<file path="src/gaf_pkg.sv">
// Package holding register map, field layouts, thresholds and timing for the gauge alert logic
package gaf_pkg;

  // Register indices on the plain register port
  localparam logic [3:0] REG_OP_CONFIG = 4'h0;
  localparam logic [3:0] REG_FLAGS = 4'h1;
  localparam logic [3:0] REG_CONTROL = 4'h2;
  localparam logic [3:0] REG_TEMPERATURE = 4'h3;
  localparam logic [3:0] REG_INT_STEP = 4'h4;
  localparam logic [3:0] REG_REM_CAP = 4'h5;
  localparam logic [3:0] REG_STATUS = 4'h6;

  // Operation configuration word
  typedef struct packed {
    logic reserve_comp_enable;
    logic reserved;
    logic output_function_select;
    logic sleep_permit;
    logic capacity_reload_enable;
    logic insertion_source_pin;
    logic output_polarity;
    logic host_temperature_enable;
  } gaf_opcfg_s;
  localparam logic [7:0] OP_CONFIG_RESET = 8'h19;
  localparam int OPCFG_RESERVED_BIT = 6;

  // Status flags word
  typedef struct packed {
    logic charging;
    logic charge_inhibit_flag;
    logic discharge_overtemp_flag;
    logic charge_overtemp_flag;
    logic final_low_capacity_flag;
    logic initial_low_capacity_flag;
  } gaf_flags_s;

  // Control register bit positions (write one to act)
  localparam int CTL_INSERT_BIT = 0;
  localparam int CTL_REMOVE_BIT = 1;
  localparam int CTL_DETECTED_BIT = 2;

  // Battery state from the gauging core
  typedef enum logic [1:0] {ST_RELAX, ST_CHARGE, ST_DISCHARGE} gaf_batt_e;

  // Capacity thresholds in mAh
  localparam logic [15:0] INITIAL_LOW_CAPACITY_FLAG_SET_MAH = 16'h0096;
  localparam logic [15:0] INITIAL_LOW_CAPACITY_FLAG_CLR_MAH = 16'h00af;
  localparam logic [15:0] FINAL_LOW_CAPACITY_FLAG_SET_MAH = 16'h004b;
  localparam logic [15:0] FINAL_LOW_CAPACITY_FLAG_CLR_MAH = 16'h0064;

  // Temperatures in tenths of a degree Celsius
  localparam logic signed [15:0] TEMP_DEFAULT = 16'sh00fa;
  localparam logic signed [15:0] OTC_SET = 16'sh0226;
  localparam logic signed [15:0] OTC_CLR = 16'sh01f4;
  localparam logic signed [15:0] OTD_SET = 16'sh0258;
  localparam logic signed [15:0] OTD_CLR = 16'sh0226;
  localparam logic signed [15:0] INH_LOW = 16'sh0000;
  localparam logic signed [15:0] INH_HIGH = 16'sh01c2;
  localparam logic signed [15:0] INH_OK_LOW = 16'sh0032;
  localparam logic signed [15:0] INH_OK_HIGH = 16'sh0190;

  // Currents in mA, voltages in mV, charge in units of 10 uAh
  localparam logic signed [15:0] CHG_CURRENT_MA = 16'sh0064;
  localparam logic signed [15:0] DSG_CURRENT_MA = 16'sh0050;
  localparam logic signed [15:0] TAPER_CURRENT_MA = 16'sh0064;
  localparam logic [15:0] CHARGING_VOLTAGE_MV = 16'h1068;
  localparam logic [15:0] TAPER_VOLTAGE_MV = 16'h0064;
  localparam logic [15:0] TAPER_CHARGE_MIN = 16'h0019;
  localparam logic [1:0] TAPER_WINDOWS = 2'h2;

  // Timing: times in their own unit, counts derived from the 10 MHz clock
  localparam int CLK_HZ = 10000000;
  localparam int PULSE_TIME_US = 1000;
  localparam int OT_TIME_S = 2;
  localparam int TAPER_TIME_S = 40;
  localparam int PULSE_CYCLES = PULSE_TIME_US * (CLK_HZ / 1000000);
  localparam int OT_CYCLES = OT_TIME_S * CLK_HZ;
  localparam int TAPER_CYCLES = TAPER_TIME_S * CLK_HZ;

endpackage

</file>
<file path="src/gaf_top.sv">
// Alert pin, capacity and temperature flags, and battery detection for the fuel gauge
// Notes on behaviour
// - An 8-bit configuration word holds seven documented control fields and one reserved bit.
// - Reserve compensation bit enables no-load rate compensation; default zero.
// - Function select chooses battery-low level or interrupt pulses on the alert pin.
// - Sleep is allowed only with sleep permit set and conditions allowing; default one.
// - On charge termination with reload set, remaining capacity takes full capacity.
// - Insertion source bit picks the detection pin or host subcommands.
// - Polarity bit set makes the pin active high, clear makes it active low.
// - Host-written temperature used when enabled, default 25 C; else internal sensor.
// - Battery-low mode: pin follows the initial low capacity flag.
// - Initial low flag sets below 150 mAh, clears above 175 mAh.
// - Final low flag sets below 75 mAh, clears above 100 mAh once set.
// - Charging across 100 minus n steps upward gives a 1 ms pulse.
// - Discharging below 0 or 100 minus n steps gives a 1 ms pulse.
// - Every change among charge, discharge and relax gives a 1 ms pulse while the interrupt step is nonzero.
// - With pin detection, battery removal gives a 1 ms pulse.
// - Host sets detected bit; gauging runs after insertion and init, stops without battery.
// - Charge overtemp sets after 2 s at 55 C with charge current, clears at 50 C.
// - Discharge overtemp sets after 2 s at 60 C with discharge current, clears at 55 C.
// - Termination after two 40 s taper windows plus voltage check clears charging.
// - Charge inhibit above 45 C or below 0 C, cleared back inside 5 to 40 C.
//
// The address map and the plain strobed port were left to the implementer.
module gaf_top #(
  parameter int unsigned PULSE_CYC = gaf_pkg::PULSE_CYCLES,
  parameter int unsigned OT_CYC = gaf_pkg::OT_CYCLES,
  parameter int unsigned TAPER_CYC = gaf_pkg::TAPER_CYCLES
) (
  // Clock, reset, enable
  input wire logic MCLK,
  input wire logic RST_N,
  input wire logic CE,
  // Register port
  input wire logic [3:0] ADDR,
  input wire logic [15:0] WDATA,
  input wire logic WR,
  input wire logic RD,
  output logic [15:0] RDATA,
  // Measurements from the gauging core
  input wire logic signed [15:0] SENSOR_TEMP,
  input wire logic signed [15:0] AVG_CURRENT,
  input wire logic [15:0] VOLTAGE,
  input wire logic [15:0] CHARGE_ACC,
  input wire logic [7:0] STATE_OF_CHARGE,
  input wire gaf_pkg::gaf_batt_e BATT_STATE,
  input wire logic [15:0] FULL_CHARGE_CAPACITY,
  input wire logic RM_LOAD,
  input wire logic [15:0] RM_IN,
  input wire logic SLEEP_CONDITIONS,
  input wire logic INIT_DONE,
  // Battery detection pin
  input wire logic DETECTION_PIN,
  // Outputs to pin and core
  output logic MULTIPLEXED_ALERT_PIN,
  output gaf_pkg::gaf_flags_s FLAGS,
  output logic [15:0] REMAINING_CAPACITY,
  output logic signed [15:0] TEMPERATURE,
  output logic RESERVE_COMP_ENABLE,
  output logic SLEEP_ALLOWED,
  output logic GAUGING_ACTIVE
);
  import gaf_pkg::*;

  typedef enum logic [1:0] {GS_NO_BATT, GS_INIT, GS_NORMAL} gaf_gauge_e;

  gaf_opcfg_s op_config;
  logic [7:0] interrupt_step;
  logic signed [15:0] host_temp;
  logic battery_detected_bit;
  logic battery_present;
  gaf_gauge_e gauge_state;
  logic pin_q;
  logic [15:0] rm_q;
  logic [7:0] soc_prev;
  gaf_batt_e batt_prev;
  logic pin_prev;
  logic [31:0] pulse_cnt;
  logic pulse_active;
  logic [31:0] otc_cnt;
  logic [31:0] otd_cnt;
  logic [31:0] win_cnt;
  logic win_cur_ok;
  logic [15:0] win_acc_start;
  logic [1:0] good_windows;
  logic term_pulse;
  logic insert_event;
  logic remove_event;
  logic soc_event;
  logic next_pin;
  logic [15:0] next_rdata;
  logic win_good;
  logic wr_ctl;

  // Any multiple of step inside [100-hi, 100-lo) marks a crossed point
  function automatic logic crossed(input logic [7:0] lo, input logic [7:0] hi, input logic [7:0] step);
    logic [7:0] a;
    logic [7:0] b;
    logic [7:0] first;
    a = 8'h64 - hi;
    b = 8'h64 - lo;
    first = 8'((a + step - 8'h01) / step * step);
    return (first < b) && (hi <= 8'h64);
  endfunction

  assign wr_ctl = WR && (ADDR == REG_CONTROL);

  // Configuration registers; reserved bit is not stored
  always_ff @(posedge MCLK or negedge RST_N) begin
    if (!RST_N) begin
      op_config <= OP_CONFIG_RESET;
      interrupt_step <= 8'h01;
    end else if (CE && WR) begin
      if (ADDR == REG_OP_CONFIG) begin
        op_config <= WDATA[7:0] & ~(8'h01 << OPCFG_RESERVED_BIT);
      end
      if (ADDR == REG_INT_STEP) begin
        interrupt_step <= WDATA[7:0];
      end
    end
  end

  // Host temperature only accepted while the host is the source
  always_ff @(posedge MCLK or negedge RST_N) begin
    if (!RST_N) begin
      host_temp <= TEMP_DEFAULT;
      TEMPERATURE <= TEMP_DEFAULT;
    end else if (CE) begin
      if (WR && ADDR == REG_TEMPERATURE && op_config.host_temperature_enable) begin
        host_temp <= WDATA;
      end
      TEMPERATURE <= op_config.host_temperature_enable ? host_temp : SENSOR_TEMP;
    end
  end

  // Insertion and removal events from the pin or from subcommands
  always_comb begin
    if (op_config.insertion_source_pin) begin
      insert_event = pin_prev && !DETECTION_PIN;
      remove_event = !pin_prev && DETECTION_PIN;
    end else begin
      insert_event = wr_ctl && WDATA[CTL_INSERT_BIT];
      remove_event = wr_ctl && WDATA[CTL_REMOVE_BIT];
    end
  end

  // Battery presence; host set of the detected bit wins over a removal
  always_ff @(posedge MCLK or negedge RST_N) begin
    if (!RST_N) begin
      pin_prev <= 1'b1;
      battery_present <= 1'b0;
      battery_detected_bit <= 1'b0;
    end else if (CE) begin
      pin_prev <= DETECTION_PIN;
      if (insert_event) begin
        battery_present <= 1'b1;
      end else if (remove_event) begin
        battery_present <= 1'b0;
      end
      if (wr_ctl && WDATA[CTL_DETECTED_BIT]) begin
        battery_detected_bit <= 1'b1;
      end else if (remove_event) begin
        battery_detected_bit <= 1'b0;
      end
    end
  end

  // Gauging only runs with a present, host-confirmed battery
  always_ff @(posedge MCLK or negedge RST_N) begin
    if (!RST_N) begin
      gauge_state <= GS_NO_BATT;
    end else if (CE) begin
      unique case (gauge_state)
        GS_NO_BATT: begin
          if (battery_present && battery_detected_bit) begin
            gauge_state <= GS_INIT;
          end
        end
        GS_INIT: begin
          if (!battery_present) begin
            gauge_state <= GS_NO_BATT;
          end else if (INIT_DONE) begin
            gauge_state <= GS_NORMAL;
          end
        end
        GS_NORMAL: begin
          if (!battery_present) begin
            gauge_state <= GS_NO_BATT;
          end
        end
        default: gauge_state <= GS_NO_BATT;
      endcase
    end
  end

  // Core-facing outputs
  always_ff @(posedge MCLK or negedge RST_N) begin
    if (!RST_N) begin
      GAUGING_ACTIVE <= 1'b0;
      SLEEP_ALLOWED <= 1'b0;
      RESERVE_COMP_ENABLE <= 1'b0;
    end else if (CE) begin
      GAUGING_ACTIVE <= (gauge_state == GS_NORMAL) && battery_present;
      SLEEP_ALLOWED <= op_config.sleep_permit && SLEEP_CONDITIONS && (gauge_state == GS_NORMAL);
      RESERVE_COMP_ENABLE <= op_config.reserve_comp_enable;
    end
  end

  // Remaining capacity: core loads, termination reload overrides
  always_ff @(posedge MCLK or negedge RST_N) begin
    if (!RST_N) begin
      rm_q <= 16'h0000;
    end else if (CE) begin
      if (term_pulse && op_config.capacity_reload_enable) begin
        rm_q <= FULL_CHARGE_CAPACITY;
      end else if (RM_LOAD) begin
        rm_q <= RM_IN;
      end
    end
  end
  assign REMAINING_CAPACITY = rm_q;

  // Capacity flags with hysteresis between set and clear thresholds
  always_ff @(posedge MCLK or negedge RST_N) begin
    if (!RST_N) begin
      FLAGS.initial_low_capacity_flag <= 1'b0;
      FLAGS.final_low_capacity_flag <= 1'b0;
    end else if (CE) begin
      if (rm_q < INITIAL_LOW_CAPACITY_FLAG_SET_MAH) begin
        FLAGS.initial_low_capacity_flag <= 1'b1;
      end else if (rm_q > INITIAL_LOW_CAPACITY_FLAG_CLR_MAH) begin
        FLAGS.initial_low_capacity_flag <= 1'b0;
      end
      if (rm_q < FINAL_LOW_CAPACITY_FLAG_SET_MAH) begin
        FLAGS.final_low_capacity_flag <= 1'b1;
      end else if (rm_q > FINAL_LOW_CAPACITY_FLAG_CLR_MAH) begin
        FLAGS.final_low_capacity_flag <= 1'b0;
      end
    end
  end

  // Overtemperature qualification counters; any break restarts the time
  always_ff @(posedge MCLK or negedge RST_N) begin
    if (!RST_N) begin
      otc_cnt <= 32'h0;
      otd_cnt <= 32'h0;
      FLAGS.charge_overtemp_flag <= 1'b0;
      FLAGS.discharge_overtemp_flag <= 1'b0;
    end else if (CE) begin
      if (BATT_STATE == ST_CHARGE && TEMPERATURE >= OTC_SET && AVG_CURRENT > CHG_CURRENT_MA) begin
        otc_cnt <= (otc_cnt < OT_CYC) ? otc_cnt + 32'h1 : otc_cnt;
      end else begin
        otc_cnt <= 32'h0;
      end
      if (otc_cnt >= OT_CYC) begin
        FLAGS.charge_overtemp_flag <= 1'b1;
      end else if (TEMPERATURE <= OTC_CLR) begin
        FLAGS.charge_overtemp_flag <= 1'b0;
      end
      if (BATT_STATE == ST_DISCHARGE && TEMPERATURE >= OTD_SET && AVG_CURRENT <= -DSG_CURRENT_MA) begin
        otd_cnt <= (otd_cnt < OT_CYC) ? otd_cnt + 32'h1 : otd_cnt;
      end else begin
        otd_cnt <= 32'h0;
      end
      if (otd_cnt >= OT_CYC) begin
        FLAGS.discharge_overtemp_flag <= 1'b1;
      end else if (TEMPERATURE <= OTD_CLR) begin
        FLAGS.discharge_overtemp_flag <= 1'b0;
      end
    end
  end

  // Charge inhibit with a narrower release window
  always_ff @(posedge MCLK or negedge RST_N) begin
    if (!RST_N) begin
      FLAGS.charge_inhibit_flag <= 1'b0;
    end else if (CE) begin
      if (TEMPERATURE < INH_LOW || TEMPERATURE > INH_HIGH) begin
        FLAGS.charge_inhibit_flag <= 1'b1;
      end else if (TEMPERATURE >= INH_OK_LOW && TEMPERATURE <= INH_OK_HIGH) begin
        FLAGS.charge_inhibit_flag <= 1'b0;
      end
    end
  end

  // Taper windows: current must stay low for the whole window
  assign win_good = win_cur_ok && (AVG_CURRENT < TAPER_CURRENT_MA) &&
                    (16'(CHARGE_ACC - win_acc_start) > TAPER_CHARGE_MIN);
  always_ff @(posedge MCLK or negedge RST_N) begin
    if (!RST_N) begin
      win_cnt <= 32'h0;
      win_cur_ok <= 1'b1;
      win_acc_start <= 16'h0000;
      good_windows <= 2'h0;
      term_pulse <= 1'b0;
    end else if (CE) begin
      term_pulse <= 1'b0;
      if (!FLAGS.charging) begin
        win_cnt <= 32'h0;
        win_cur_ok <= 1'b1;
        win_acc_start <= CHARGE_ACC;
        good_windows <= 2'h0;
      end else if (win_cnt >= TAPER_CYC - 1) begin
        win_cnt <= 32'h0;
        win_cur_ok <= 1'b1;
        win_acc_start <= CHARGE_ACC;
        if (!win_good) begin
          good_windows <= 2'h0;
        end else if (good_windows + 2'h1 >= TAPER_WINDOWS && VOLTAGE > CHARGING_VOLTAGE_MV - TAPER_VOLTAGE_MV) begin
          good_windows <= 2'h0;
          term_pulse <= 1'b1;
        end else if (good_windows < TAPER_WINDOWS - 2'h1) begin
          good_windows <= good_windows + 2'h1;
        end
      end else begin
        win_cnt <= win_cnt + 32'h1;
        if (AVG_CURRENT >= TAPER_CURRENT_MA) begin
          win_cur_ok <= 1'b0;
        end
      end
    end
  end

  // Charging flag: termination wins over a fresh entry into charge
  always_ff @(posedge MCLK or negedge RST_N) begin
    if (!RST_N) begin
      FLAGS.charging <= 1'b0;
    end else if (CE) begin
      if (term_pulse) begin
        FLAGS.charging <= 1'b0;
      end else if (BATT_STATE == ST_CHARGE && batt_prev != ST_CHARGE) begin
        FLAGS.charging <= 1'b1;
      end
    end
  end

  // State-of-charge crossings and battery state changes
  always_comb begin
    soc_event = 1'b0;
    if (interrupt_step != 8'h00) begin
      if (BATT_STATE == ST_CHARGE && STATE_OF_CHARGE > soc_prev) begin
        soc_event = crossed(soc_prev, STATE_OF_CHARGE, interrupt_step);
      end
      if (BATT_STATE == ST_DISCHARGE && STATE_OF_CHARGE < soc_prev) begin
        soc_event = crossed(STATE_OF_CHARGE, soc_prev, interrupt_step);
      end
      if (BATT_STATE != batt_prev) begin
        soc_event = 1'b1;
      end
    end
    if (op_config.insertion_source_pin && !pin_prev && DETECTION_PIN) begin
      soc_event = 1'b1;
    end
  end

  // Pulse stretcher; a new event restarts the full width
  always_ff @(posedge MCLK or negedge RST_N) begin
    if (!RST_N) begin
      soc_prev <= 8'h00;
      batt_prev <= ST_RELAX;
      pulse_cnt <= 32'h0;
      pulse_active <= 1'b0;
    end else if (CE) begin
      soc_prev <= STATE_OF_CHARGE;
      batt_prev <= BATT_STATE;
      if (soc_event) begin
        pulse_cnt <= PULSE_CYC - 1;
        pulse_active <= 1'b1;
      end else if (pulse_cnt != 32'h0) begin
        pulse_cnt <= pulse_cnt - 32'h1;
      end else begin
        pulse_active <= 1'b0;
      end
    end
  end

  // Alert pin: pick function, then apply polarity
  always_comb begin
    if (op_config.output_function_select) begin
      next_pin = FLAGS.initial_low_capacity_flag;
    end else begin
      next_pin = pulse_active;
    end
    next_pin = op_config.output_polarity ? next_pin : !next_pin;
  end
  always_ff @(posedge MCLK or negedge RST_N) begin
    if (!RST_N) begin
      pin_q <= 1'b1;
    end else if (CE) begin
      pin_q <= next_pin;
    end
  end
  assign MULTIPLEXED_ALERT_PIN = pin_q;

  // Read data valid only in the cycle after the strobe
  always_comb begin
    next_rdata = 16'h0000;
    unique case (ADDR)
      REG_OP_CONFIG: next_rdata = {8'h00, op_config};
      REG_FLAGS: next_rdata = {10'h000, FLAGS};
      REG_CONTROL: next_rdata = {13'h0000, battery_detected_bit, 2'h0};
      REG_TEMPERATURE: next_rdata = TEMPERATURE;
      REG_INT_STEP: next_rdata = {8'h00, interrupt_step};
      REG_REM_CAP: next_rdata = rm_q;
      REG_STATUS: next_rdata = {12'h000, GAUGING_ACTIVE, gauge_state == GS_INIT, battery_present, pulse_active};
      default: next_rdata = 16'h0000;
    endcase
  end
  always_ff @(posedge MCLK or negedge RST_N) begin
    if (!RST_N) begin
      RDATA <= 16'h0000;
    end else if (CE) begin
      RDATA <= RD ? next_rdata : 16'h0000;
    end
  end
endmodule // gaf_top

</file>
<file path="config.mk">
export PLATFORM = sky130hd
export DESIGN_NAME = gaf_top
export DESIGN_NICKNAME = d
export VERILOG_FILES = /design/src/gaf_pkg.sv /design/src/gaf_top.sv
export SDC_FILE = /design/constraint.sdc
export NUM_CORES = 1
export LEC_CHECK = 0
export ABC_AREA = 0
export BUFFER_PORTS_ARGS = -buffer_cell sky130_fd_sc_hd__buf_2
export CORE_ASPECT_RATIO = 0.6
export CORE_UTILIZATION = 55
export DETAILED_ROUTE_END_ITERATION = 7
export MAX_ROUTING_LAYER = met4
export PLACE_DENSITY = 0.75
export SLEW_MARGIN = 20
export SYNTH_ARGS = -nofsm -noshare
export SYNTH_HDL_FRONTEND = slang
export SYNTH_SLANG_ARGS = --single-unit
</file>
<file path="constraint.sdc">
create_clock -name MCLK -period 20.6 [get_ports MCLK]
set_input_delay 4.12 -clock MCLK [delete_from_list [all_inputs] [get_ports MCLK]]
set_output_delay 4.12 -clock MCLK [all_outputs]
set_load 0.005 [all_outputs]
</file>
==> run metrics, run 1 <==
Pwr per Cell Area 134.7 nW/µm²; Area growth syn-to-layout 14.78%; die height around 150 µm; standard-cell rows 52; TritonCTS clock tree built; post-route fraction of the period consumed by the critical path 0.9703; leading cell type in the layout, fill and taps excluded dfrtp_1; outcome finished clean; Final setup viols 0; Setup Total Neg Slack 0 ps; Synth warnings 0; clock tree sinks 253; total placed instance area 20780 µm²; number of maximum-capacitance violations 0; kind of critical path in2reg; maximum level of the CTS H-tree 1; worst-path cell with the longest stage delay fa_2; Arr. time, crit path around 20000 ps; clock latency on the worst-skew pair approximately 550 ps; IO buf count 192; clock buffers created by TritonCTS 24; Crit path required time roughly 21000 ps; initial antenna violation count 7; total wire length after detailed routing ~55 mm; Crit path top cell by count o21a_1; fraction of final layout cells sized beyond drive strength 1 0.1841; Initial DRC Count 1409; DIE WIDTH about 240 µm; drt via density 5.935; static leakage power just over 10 nW; final std cell area, no fill roughly 22000 µm²; Critical Path Start Type input port; maximum root-to-sink buffer count 3; Yosys cell types around 90; Worst Path Max Fanout 8; transition at the pin with the smallest max-transition slack roughly 1000 ps; mean routed wirelength per cell between 15 and 20 µm; worst r2r src soc_prev[0]$_DFFE_PN0P_; FF+latch count, synth between 200 and 300; Peak supply drop 0.07589 mV; Core ar. 33960 µm²; area of the mapped netlist approximately 19000 µm²; die area approximately 36000 µm²; cell accounting for the most synthesized area dfrtp_1; worst hold-check path type reg2reg; final core utilization 0.6464; Max Fclk 50.03 MHz; initial core utilization 0.5631; crit end category flop; filler cell count 2841; number of nets in the layout 2704; proportion of synthesized flip-flops having asynchronous set or reset 1.000; fraction of the yosys area taken by sequential cells 0.3323; buffer type at the clock tree root clkbuf_16; post-synthesis average cell area 8.900 µm²; worst reg2reg path endpoint pulse_cnt[1]$_DFFE_PN0P_; last element of the critical path pulse_cnt[1]$_DFFE_PN0P_; vias in the first global route about 16k; power after layout about 3 mW; area fraction of the dominant cell type after synthesis 0.3062; wire length of the first global-routing pass slightly below 90 mm; number of hold violations in the final report 0; number of I/O pins about 190; post-route clock skew roughly 30 ps; DRC errors left 0; Critical Path Start STATE_OF_CHARGE[0]; most common flop cell mapped by yosys dfrtp_1; post-route ant nets 0; Area contributors post-synth dfrtp_1, ha_1, xnor2_1; count of final max-slew check failures 0; cells on worst reg2reg path 82; clock-pin slew on the worst setup and hold paths around 70 ps; DP HPWL approximately 42 mm; number of synthesized flops with an enable pin 0; worst setup slack for register-to-register paths 1350 ps; Total Routing Usage GR 0.3189; post-synthesis cell count approximately 2.1k; worst relative slew slack 0.3045; total number of vias around 17k; delay of the slowest critical-path stage 570 ps; largest net degree at the start of global routing ~130; aggregate global routing overflow 0; leading cell types in the layout, fill and taps excluded dfrtp_1, nor2_1, buf_2; post-synth net total roughly 2.5k; routability-driven placement congestion ratio about 1.0; Pre-antenna DRT Iters 8; Period minus WS final 19990 ps
## layer usage
layer / vias to the layer above / GRT usage / wire length (µm)
li1: 7998 / - / -
met1: 8088 / 0.4528 / 25470
met2: 714 / 0.4509 / 23220
met3: 90 / 0.07279 / 5247
met4: 0 / 0.09497 / 1461
met5: - / - / 0
## Yosys cell counts (7+ instances only)
| library cell | count |
|---|---|
| xor2_1 | 69 |
| nor3_1 | 75 |
| a31oi_1 | 15 |
| or4_1 | 8 |
| nand2b_1 | 17 |
| mux2_2 | 53 |
| o21ai_1 | 7 |
| o2bb2ai_1 | 15 |
| inv_1 | 173 |
| or3_1 | 26 |
| and3_1 | 22 |
| dfrtp_1 | 234 |
| ha_1 | 180 |
| a21o_1 | 31 |
| o21a_1 | 44 |
| nand3_1 | 39 |
| nand2_1 | 170 |
| a22oi_1 | 19 |
| nor4_1 | 16 |
| and2_1 | 27 |
| nor2b_1 | 25 |
| a21oi_1 | 101 |
| nor2_1 | 213 |
| fa_1 | 27 |
| buf_2 | 15 |
| a211oi_1 | 7 |
| and4_1 | 10 |
| o21ai_0 | 132 |
| xnor2_1 | 94 |
| mux2i_1 | 44 |
| o211ai_1 | 10 |
| clkbuf_1 | 55 |
| nand4_1 | 28 |
| dfstp_2 | 19 |
## critical path: cells and delay by family
kind	cells	cell delay [ps]
AO/OA/AOI/OAI	36	6070
adder cells (fa/ha/maj)	18	5520
buffers and inverters	10	910
AND/OR/NAND/NOR	13	1580
XOR/XNOR	6	980
multiplexers	5	1220
## registers in the layout, summed over array words and instances, names as in the netlist, 6 cells and up
name and cells:
REMAINING_CAPACITY 16, op_config 7, TEMPERATURE 16, interrupt_step 8, win_cnt 32, win_acc_start 16
pulse_cnt 32, RDATA 16, soc_prev 8, FLAGS 6, otd_cnt 32, host_temp 16
otc_cnt 32
## where the power goes
part / total, mW / internal (mW) / switching [mW]
sequential: 0.593 / 0.546 / 0.0469
combinational: 1.91 / 0.861 / 1.05
clock: 0.451 / 0.250 / 0.201
total: 2.96 / 1.66 / 1.30
## worst min path at each step
| stage | cells after the start | from | slack, ps | endpoint |
|---|---|---|---|---|
| 5_1_grt | 1 | RDATA[11]$_DFFE_PN0P_ | 510 | RDATA[11]$_DFFE_PN0P_ |
| 4_1_cts | 1 | RDATA[7]$_DFFE_PN0P_ | 490 | RDATA[7]$_DFFE_PN0P_ |
| 3_3_place_gp | 1 | RDATA[6]$_DFFE_PN0P_ | 470 | RDATA[6]$_DFFE_PN0P_ |
| 6_report | 1 | RDATA[8]$_DFFE_PN0P_ | 490 | RDATA[8]$_DFFE_PN0P_ |
| 2_1_floorplan | 1 | term_pulse$_DFFE_PN0P_ | 440 | FLAGS[5]$_DFFE_PN0P_ |
| 3_5_place_dp | 1 | RDATA[6]$_DFFE_PN0P_ | 470 | RDATA[6]$_DFFE_PN0P_ |
## stage by stage
stage / instances / setup slack (ps) / hold WS, ps
after global routing: 2845 / -150.4 / 508.6
final: 2846 / 612.3 / 493.0
after global placement: 2778 / -148.9 / 468.1
after CTS: 2821 / 62.47 / 492.3
after floorplan: 2149 / 158.1 / 439.8
after detailed placement: 2778 / -704.6 / 471.9
## area by class of cell
type | instances | area [µm²] | area share
clock buffer | 36 | 705.7 | 0.03215
clock inverter | 7 | 78.83 | 0.003591
tap | 459 | 574.3 | 0.02616
timing repair buffer | 261 | 1533 | 0.06982
antenna | 8 | 20.02 | 0.0009119
multi-input combinational | 1647 | 12030 | 0.5480
inverter | 175 | 656.9 | 0.02992
sequential | 253 | 6355 | 0.2895
## logic make-up after synthesis
| family | count (synthesis) | synth area share |
|---|---|---|
| XOR/XNOR | 164 | 0.07582 |
| AO/OA/AOI/OAI | 463 | 0.1564 |
| flip-flops | 253 | 0.3323 |
| AND/OR/NAND/NOR | 716 | 0.1847 |
| adder cells (fa/ha/maj) | 207 | 0.1460 |
| multiplexers | 97 | 0.05423 |
| buffers and inverters | 249 | 0.05063 |
## repair_timing
action | CTS | global route
resized for setup | 3 | 50
gates cloned | 0 | 2
endpoints found under the hold margin | 0 | 0
pin swaps | 1 | 39
setup endpoints to repair | 33 | 33
setup buffers | 0 | 15
hold buffers | 0 | 0
Power figures use the tool's default switching activity.
==> inputs of run 2 (changes only) <==
--- a/config.mk
+++ b/config.mk
@@ -12,6 +12,7 @@
 export DETAILED_ROUTE_END_ITERATION = 7
 export MAX_ROUTING_LAYER = met4
 export PLACE_DENSITY = 0.75
+export RECOVER_POWER = 50
 export SLEW_MARGIN = 20
 export SYNTH_ARGS = -nofsm -noshare
 export SYNTH_HDL_FRONTEND = slang
==> run 2 against run 1 <==
Compared with the run above:
- the run now ends with capacitance limit, slew limit left
- largest cell class unchanged
- non-clock buffer count unchanged
- fmax is 0.17% higher
- power about the same
- design area decreased by 0.22%
- setup slack gained 33 ps
- critical endpoint unchanged
- via count is essentially flat
- die area stayed put
- wire length shrank 0.14%
- count of clock-buffer cells in the layout is the same
- highest routed layer unchanged
- register-to-register slack about the same
- first-iteration DRC count down 3.4%
- combinational power barely moved
==> run metrics, run 2 (same netlist as run 1, synthesis figures left out) <==
DP HPWL 41.61 mm (unchanged); post-route fraction of the period consumed by the critical path 0.9687 (was 0.9703); total number of vias 16.88k (was 16.89k); sum of buffers and inverters on the critical path 11 (was 10); vias in the first global route 16.32k (unchanged); drt via density 5.930 (was 5.935); die area 35550 µm² (unchanged); post-route clock skew 29.53 ps (was 30.31 ps); static leakage power 10.28 nW (was 10.36 nW); number of I/O pins 193 (unchanged); buffer type at the clock tree root clkbuf_16 (unchanged); number of hold violations in the final report 0 (unchanged); kind of critical path in2reg (unchanged); routability-driven placement congestion ratio 1.012 (unchanged); Period minus WS final 19950 ps (was 19990 ps); mean routed wirelength per cell 19.44 µm (was 19.46 µm); wire length of the first global-routing pass 87.71 mm (unchanged); Setup Total Neg Slack 0 ps (unchanged); initial antenna violation count 7 (unchanged); number of nets in the layout 2704 (unchanged); TritonCTS clock tree built (unchanged); DRC errors left 0 (unchanged); delay of the slowest critical-path stage 570 ps (about the same); number of cells in the design after placement 2778 (unchanged); final instance count without filler cells 2846 (unchanged); crit end category flop (unchanged); wire length on met2 23.01 mm (was 23.22 mm); Max Fclk 50.11 MHz (was 50.03 MHz); clock tree sinks 253 (unchanged); clock latency on the worst-skew pair 550 ps (about the same); count of final max-slew check failures 358 (was 0); Crit path top cell by count o21a_1 (unchanged); Hold Buf Count CTS 0 (unchanged); initial core utilization 0.5631 (unchanged); maximum root-to-sink buffer count 3 (unchanged); Crit path required time 21030 ps (about the same); fraction of final layout cells sized beyond drive strength 1 0.1765 (was 0.1841); failing checks capacitance limit, slew limit; Arr. time, crit path 20390 ps (was 20420 ps); Critical Path Start Type input port (unchanged); largest net degree at the start of global routing 126 (unchanged); leading cell type in the layout, fill and taps excluded dfrtp_1 (unchanged); clock buffers created by TritonCTS 24 (unchanged); DIE WIDTH 242.7 µm (unchanged); uppermost layer routed met4 (unchanged); Core ar. 33960 µm² (unchanged); die height 146.4 µm (unchanged); WL met1 25.75 mm (was 25.47 mm); Total Routing Usage GR 0.3189 (unchanged); post-route ant nets 0 (unchanged); Pre-antenna DRT Iters 6 (was 8); worst hold-check path type reg2reg (unchanged); standard-cell rows 52 (unchanged); outcome finished, violations left (was finished clean); Peak supply drop 0.07591 mV (was 0.07589 mV); maximum level of the CTS H-tree 1 (unchanged); total wire length after detailed routing 55.32 mm (was 55.40 mm); Worst Path Max Fanout 8 (unchanged); Final setup viols 0 (unchanged); kind of cell adding the most delay to the critical path compound AO/OA/AOI/OAI gates (unchanged); met3 routed wirelength 5.042 mm (was 5.247 mm); IO buf count 192 (unchanged); Area growth syn-to-layout 14.52% (was 14.78%); Pwr per Cell Area 135.0 nW/µm² (was 134.7 nW/µm²); leading cell types in the layout, fill and taps excluded dfrtp_1, nor2_1, buf_2 (unchanged); worst relative slew slack -3.445 (was 0.3045); aggregate global routing overflow 0 (unchanged); transition at the pin with the smallest max-transition slack 6667 ps (was 1037 ps); Initial DRC Count 1361 (was 1409); worst-path cell with the longest stage delay fa_2 (unchanged); clock-pin slew on the worst setup and hold paths 70 ps (about the same); number of maximum-capacitance violations 5 (was 0)
run 2: cell count changes in the layout (fill, tap and decap cells not counted), sizes merged:
cell    delta
buf       -18
clkbuf    +18
run 2: timing repair:
action                     4_1_cts  5_1_grt
gates resized for setup          3       50
cloned                           0        2
setup buffers                    0       15
setup endpoints to repair       33       33
pin swaps                        1       39
run 2: area by class of cell:
class	instances	area, µm²
Clock inverter	7	78.83
Tap cell	459	574.3
Antenna cell	8	20.02
Inverter	175	656.9
Clock buffer	36	705.7
Fill cell	2851	12060
Timing Repair Buffer	261	1484
Sequential cell	253	6355
Multi-Input combinational cell	1647	12030
run 2: stage by stage:
step / util / hold WS [ps] / power [mW] / area [µm²] / worst slack [ps]
6_report: 0.6449 / 495.2 / 2.957 / 21900 / 645.6
5_1_grt: 0.6449 / 513.2 / 3.201 / 21900 / -153.5
3_3_place_gp: 0.6118 / 468.1 / 2.277 / 20780 / -148.9
3_5_place_dp: 0.6118 / 471.9 / 2.345 / 20780 / -704.6
2_1_floorplan: - / 439.8 / 1.880 / 19130 / 158.1
4_1_cts: 0.6351 / 492.3 / 2.809 / 21570 / 62.47
run 2: routing by layer:
metal  up-vias  track usage
li1       7997            -
met1      8081       0.4528
met2       709       0.4509
met3        91      0.07279
met4         0      0.09497
met5         -            -
run 2: path summary, 6_finish.rpt:
| kind | startpoint | slack, ps | cells after the start | end |
|---|---|---|---|---|
| worst min register to register | RDATA[8]$_DFFE_PN0P_ | 500 | 1 | RDATA[8]$_DFFE_PN0P_ |
| worst max register to register | soc_prev[0]$_DFFE_PN0P_ | 1350 | 81 | pulse_cnt[1]$_DFFE_PN0P_ |
| max in group asynchronous | RST_N | 8520 | 2 | otc_cnt[11]$_DFFE_PN0P_ |
| worst max-delay path | STATE_OF_CHARGE[0] | 650 | 89 | pulse_cnt[1]$_DFFE_PN0P_ |
| min in group asynchronous | RST_N | 6010 | 1 | win_acc_start[7]$_DFFE_PN0P_ |
| worst min-delay path | RDATA[8]$_DFFE_PN0P_ | 500 | 1 | RDATA[8]$_DFFE_PN0P_ |
run 2: report_power, final:
group          internal, mW  switching [mW]  leakage (nW)  total, mW
clock network         0.250           0.201         0.375      0.452
logic                 0.860            1.05          6.63       1.91
registers             0.546          0.0471          3.28      0.593
total                  1.66            1.30          10.3       2.96
run 2: worst register-to-register path: cells and delay by family (launching register included):
kind                     cells  cell delay, ps
AND/OR/NAND/NOR             13            3420
AO/OA/AOI/OAI               33            6240
multiplexers                 4            1520
buffers and inverters        9            1040
flip-flops                   1             430
adder cells (fa/ha/maj)     18            5830
XOR/XNOR                     4             660
==> inputs of run 3 (changes only) <==
--- a/config.mk
+++ b/config.mk
@@ -6,12 +6,12 @@
 export NUM_CORES = 1
 export LEC_CHECK = 0
 export ABC_AREA = 0
-export BUFFER_PORTS_ARGS = -buffer_cell sky130_fd_sc_hd__buf_2
 export CORE_ASPECT_RATIO = 0.6
-export CORE_UTILIZATION = 55
+export CORE_UTILIZATION = 66
 export DETAILED_ROUTE_END_ITERATION = 7
+export DONT_BUFFER_PORTS = 1
 export MAX_ROUTING_LAYER = met4
-export PLACE_DENSITY = 0.75
+export PLACE_DENSITY = 0.82
 export RECOVER_POWER = 50
 export SLEW_MARGIN = 20
 export SYNTH_ARGS = -nofsm -noshare
==> run 3 against run 2 <==
Compared with the run above:
- the flow now finishes without violations
- cell count down 9.9%
- clock power is 8.4% higher
- sequential power rose by 2%
- setup slack worse by 91 ps
- register-to-register slack lost 570 ps
- via count is 2.1% lower
- critical path depth decreased by 4
- flip-flop and latch count is the same
- largest power group unchanged
==> run metrics, run 3 (same netlist as run 1, synthesis figures left out) <==
routability-driven placement congestion ratio 1.026 (was 1.012); number of maximum-capacitance violations 0 (was 5); final std cell area, no fill 21000 µm² (was 21900 µm²); largest net degree at the start of global routing 254 (was 126); leading cell type in the layout, fill and taps excluded dfrtp_1 (unchanged); Final setup viols 0 (unchanged); aggregate global routing overflow 0 (unchanged); IO buf count 0 (was 192); Worst Path Max Fanout 18 (was 8); worst hold-check path type reg2reg (unchanged); power after layout 3.095 mW (was 2.957 mW); TritonCTS clock tree built (unchanged); kind of critical path in2reg (unchanged); delay of the slowest critical-path stage 550 ps (was 570 ps); number of cells in the design after placement 2505 (was 2778); number of hold violations in the final report 0 (unchanged); transition at the pin with the smallest max-transition slack 1069 ps (was 6667 ps); worst setup slack for register-to-register paths 780 ps (was 1350 ps); DRC errors left 0 (unchanged); initial core utilization 0.6833 (was 0.5631); Hold WS 500.8 ps (was 495.2 ps); Core ar. 27990 µm² (was 33960 µm²); final worst setup slack 554.2 ps (was 645.6 ps); worst-path cell with the longest stage delay fa_1 (was fa_2); Hold Buf Count CTS 0 (unchanged); standard-cell rows 47 (was 52); DIE WIDTH 221.8 µm (was 242.7 µm); mean routed wirelength per cell 21.44 µm (was 19.44 µm); clock tree sinks 253 (unchanged); die height 133.9 µm (was 146.4 µm); leading cell types in the layout, fill and taps excluded dfrtp_1, nor2_1, ha_1 (was dfrtp_1, nor2_1, buf_2); buffer type at the clock tree root clkbuf_16 (unchanged); Pwr per Cell Area 147.4 nW/µm² (was 135.0 nW/µm²); clock latency on the worst-skew pair 550 ps (about the same); Peak supply drop 0.1009 mV (was 0.07591 mV); Setup Total Neg Slack 0 ps (unchanged); Crit path required time 21030 ps (about the same); initial antenna violation count 1 (was 7); worst reg2reg path endpoint pulse_cnt[1]$_DFFE_PN0P_ (unchanged); Total Routing Usage GR 0.3773 (was 0.3189); total number of vias 16.52k (was 16.88k); Period minus WS final 20050 ps (was 19950 ps); maximum level of the CTS H-tree 1 (unchanged); number of nets in the layout 2520 (was 2704); Critical Path Start Type input port (unchanged); maximum root-to-sink buffer count 3 (unchanged); post-placement worst setup slack -522.9 ps (was -704.6 ps); post-route ant nets 0 (unchanged); fraction of final layout cells sized beyond drive strength 1 0.1175 (was 0.1765); final core utilization 0.7501 (was 0.6449); cells on worst reg2reg path 87 (was 81); count of final max-slew check failures 0 (was 358); post-route clock skew 21.95 ps (was 29.53 ps); Area growth syn-to-layout 9.787% (was 14.52%); static leakage power 9.647 nW (was 10.28 nW); wire length of the first global-routing pass 85.53 mm (was 87.71 mm); crit end category flop (unchanged); post-route fraction of the period consumed by the critical path 0.9731 (was 0.9687); clock-pin slew on the worst setup and hold paths 70 ps (about the same); Arr. time, crit path 20470 ps (was 20390 ps); Crit path top cell by count o21a_1 (unchanged); outcome finished clean (was finished, violations left); final instance count without filler cells 2564 (was 2846); total wire length after detailed routing 54.96 mm (was 55.32 mm); die area 29690 µm² (was 35550 µm²); Max Fclk 49.89 MHz (was 50.11 MHz); worst r2r src soc_prev[0]$_DFFE_PN0P_ (unchanged); total placed instance area 19770 µm² (was 20780 µm²); Initial DRC Count 1781 (was 1361); vias in the first global route 15.61k (was 16.32k); DP HPWL 41.07 mm (was 41.61 mm); Pre-antenna DRT Iters 6 (unchanged); last element of the critical path pulse_cnt[1]$_DFFE_PN0P_ (unchanged); number of I/O pins 193 (unchanged); clock buffers created by TritonCTS 24 (unchanged); worst relative slew slack 0.2844 (was -3.445); Critical Path Start STATE_OF_CHARGE[0] (unchanged); drt via density 6.444 (was 5.930)
-- run 3: per-layer routing --
| metal | GRT usage | share of wire |
|---|---|---|
| met5 | - | 0 |
| met4 | 0.08410 | 0.024 |
| met3 | 0.09704 | 0.12 |
| met2 | 0.5402 | 0.42 |
| met1 | 0.5366 | 0.44 |
-- run 3: worst min-delay path by stage --
stage,startpoint,to,depth (start not counted)
2_1_floorplan,term_pulse$_DFFE_PN0P_,FLAGS[5]$_DFFE_PN0P_,1
5_1_grt,otc_cnt[29]$_DFFE_PN0P_,otc_cnt[29]$_DFFE_PN0P_,2
3_5_place_dp,otc_cnt[30]$_DFFE_PN0P_,otc_cnt[30]$_DFFE_PN0P_,1
3_3_place_gp,otd_cnt[27]$_DFFE_PN0P_,otd_cnt[27]$_DFFE_PN0P_,2
4_1_cts,gauge_state[1]$_DFFE_PN0P_,gauge_state[1]$_DFFE_PN0P_,1
6_report,otc_cnt[29]$_DFFE_PN0P_,otc_cnt[29]$_DFFE_PN0P_,2
-- run 3: area by class of cell --
| class | instances | area [µm²] |
|---|---|---|
| Multi-Input combinational cell | 1647 | 12040 |
| Fill cell | 1992 | 6994 |
| Sequential cell | 253 | 6355 |
| Clock buffer | 34 | 729.5 |
| Inverter | 175 | 660.6 |
| Timing Repair Buffer | 77 | 598.1 |
| Tap cell | 367 | 459.2 |
| Clock inverter | 10 | 151.4 |
| Antenna cell | 1 | 2.502 |
-- run 3: timing repair --
action,CTS,global route
gates resized for setup,1,48
endpoints found under the setup margin,17,33
buffers inserted,0,14
pin swaps,0,37
hold endpoints to repair,0,0
-- run 3: worst max-delay path, delay by kind of cell --
| family | cells | cell delay [ps] |
|---|---|---|
| adders and majority gates | 18 | 5380 |
| and+or+nand+nor | 11 | 1550 |
| buffers and inverters | 11 | 1030 |
| AOI/OAI and AO/OA | 35 | 6320 |
| muxes | 4 | 1030 |
| xor gates and xnor gates | 6 | 990 |
-- run 3: power by group --
| group | internal, mW | switching (mW) | total (mW) |
|---|---|---|---|
| clock network | 0.287 | 0.203 | 0.490 |
| logic | 0.908 | 1.09 | 2.00 |
| registers | 0.546 | 0.0584 | 0.604 |
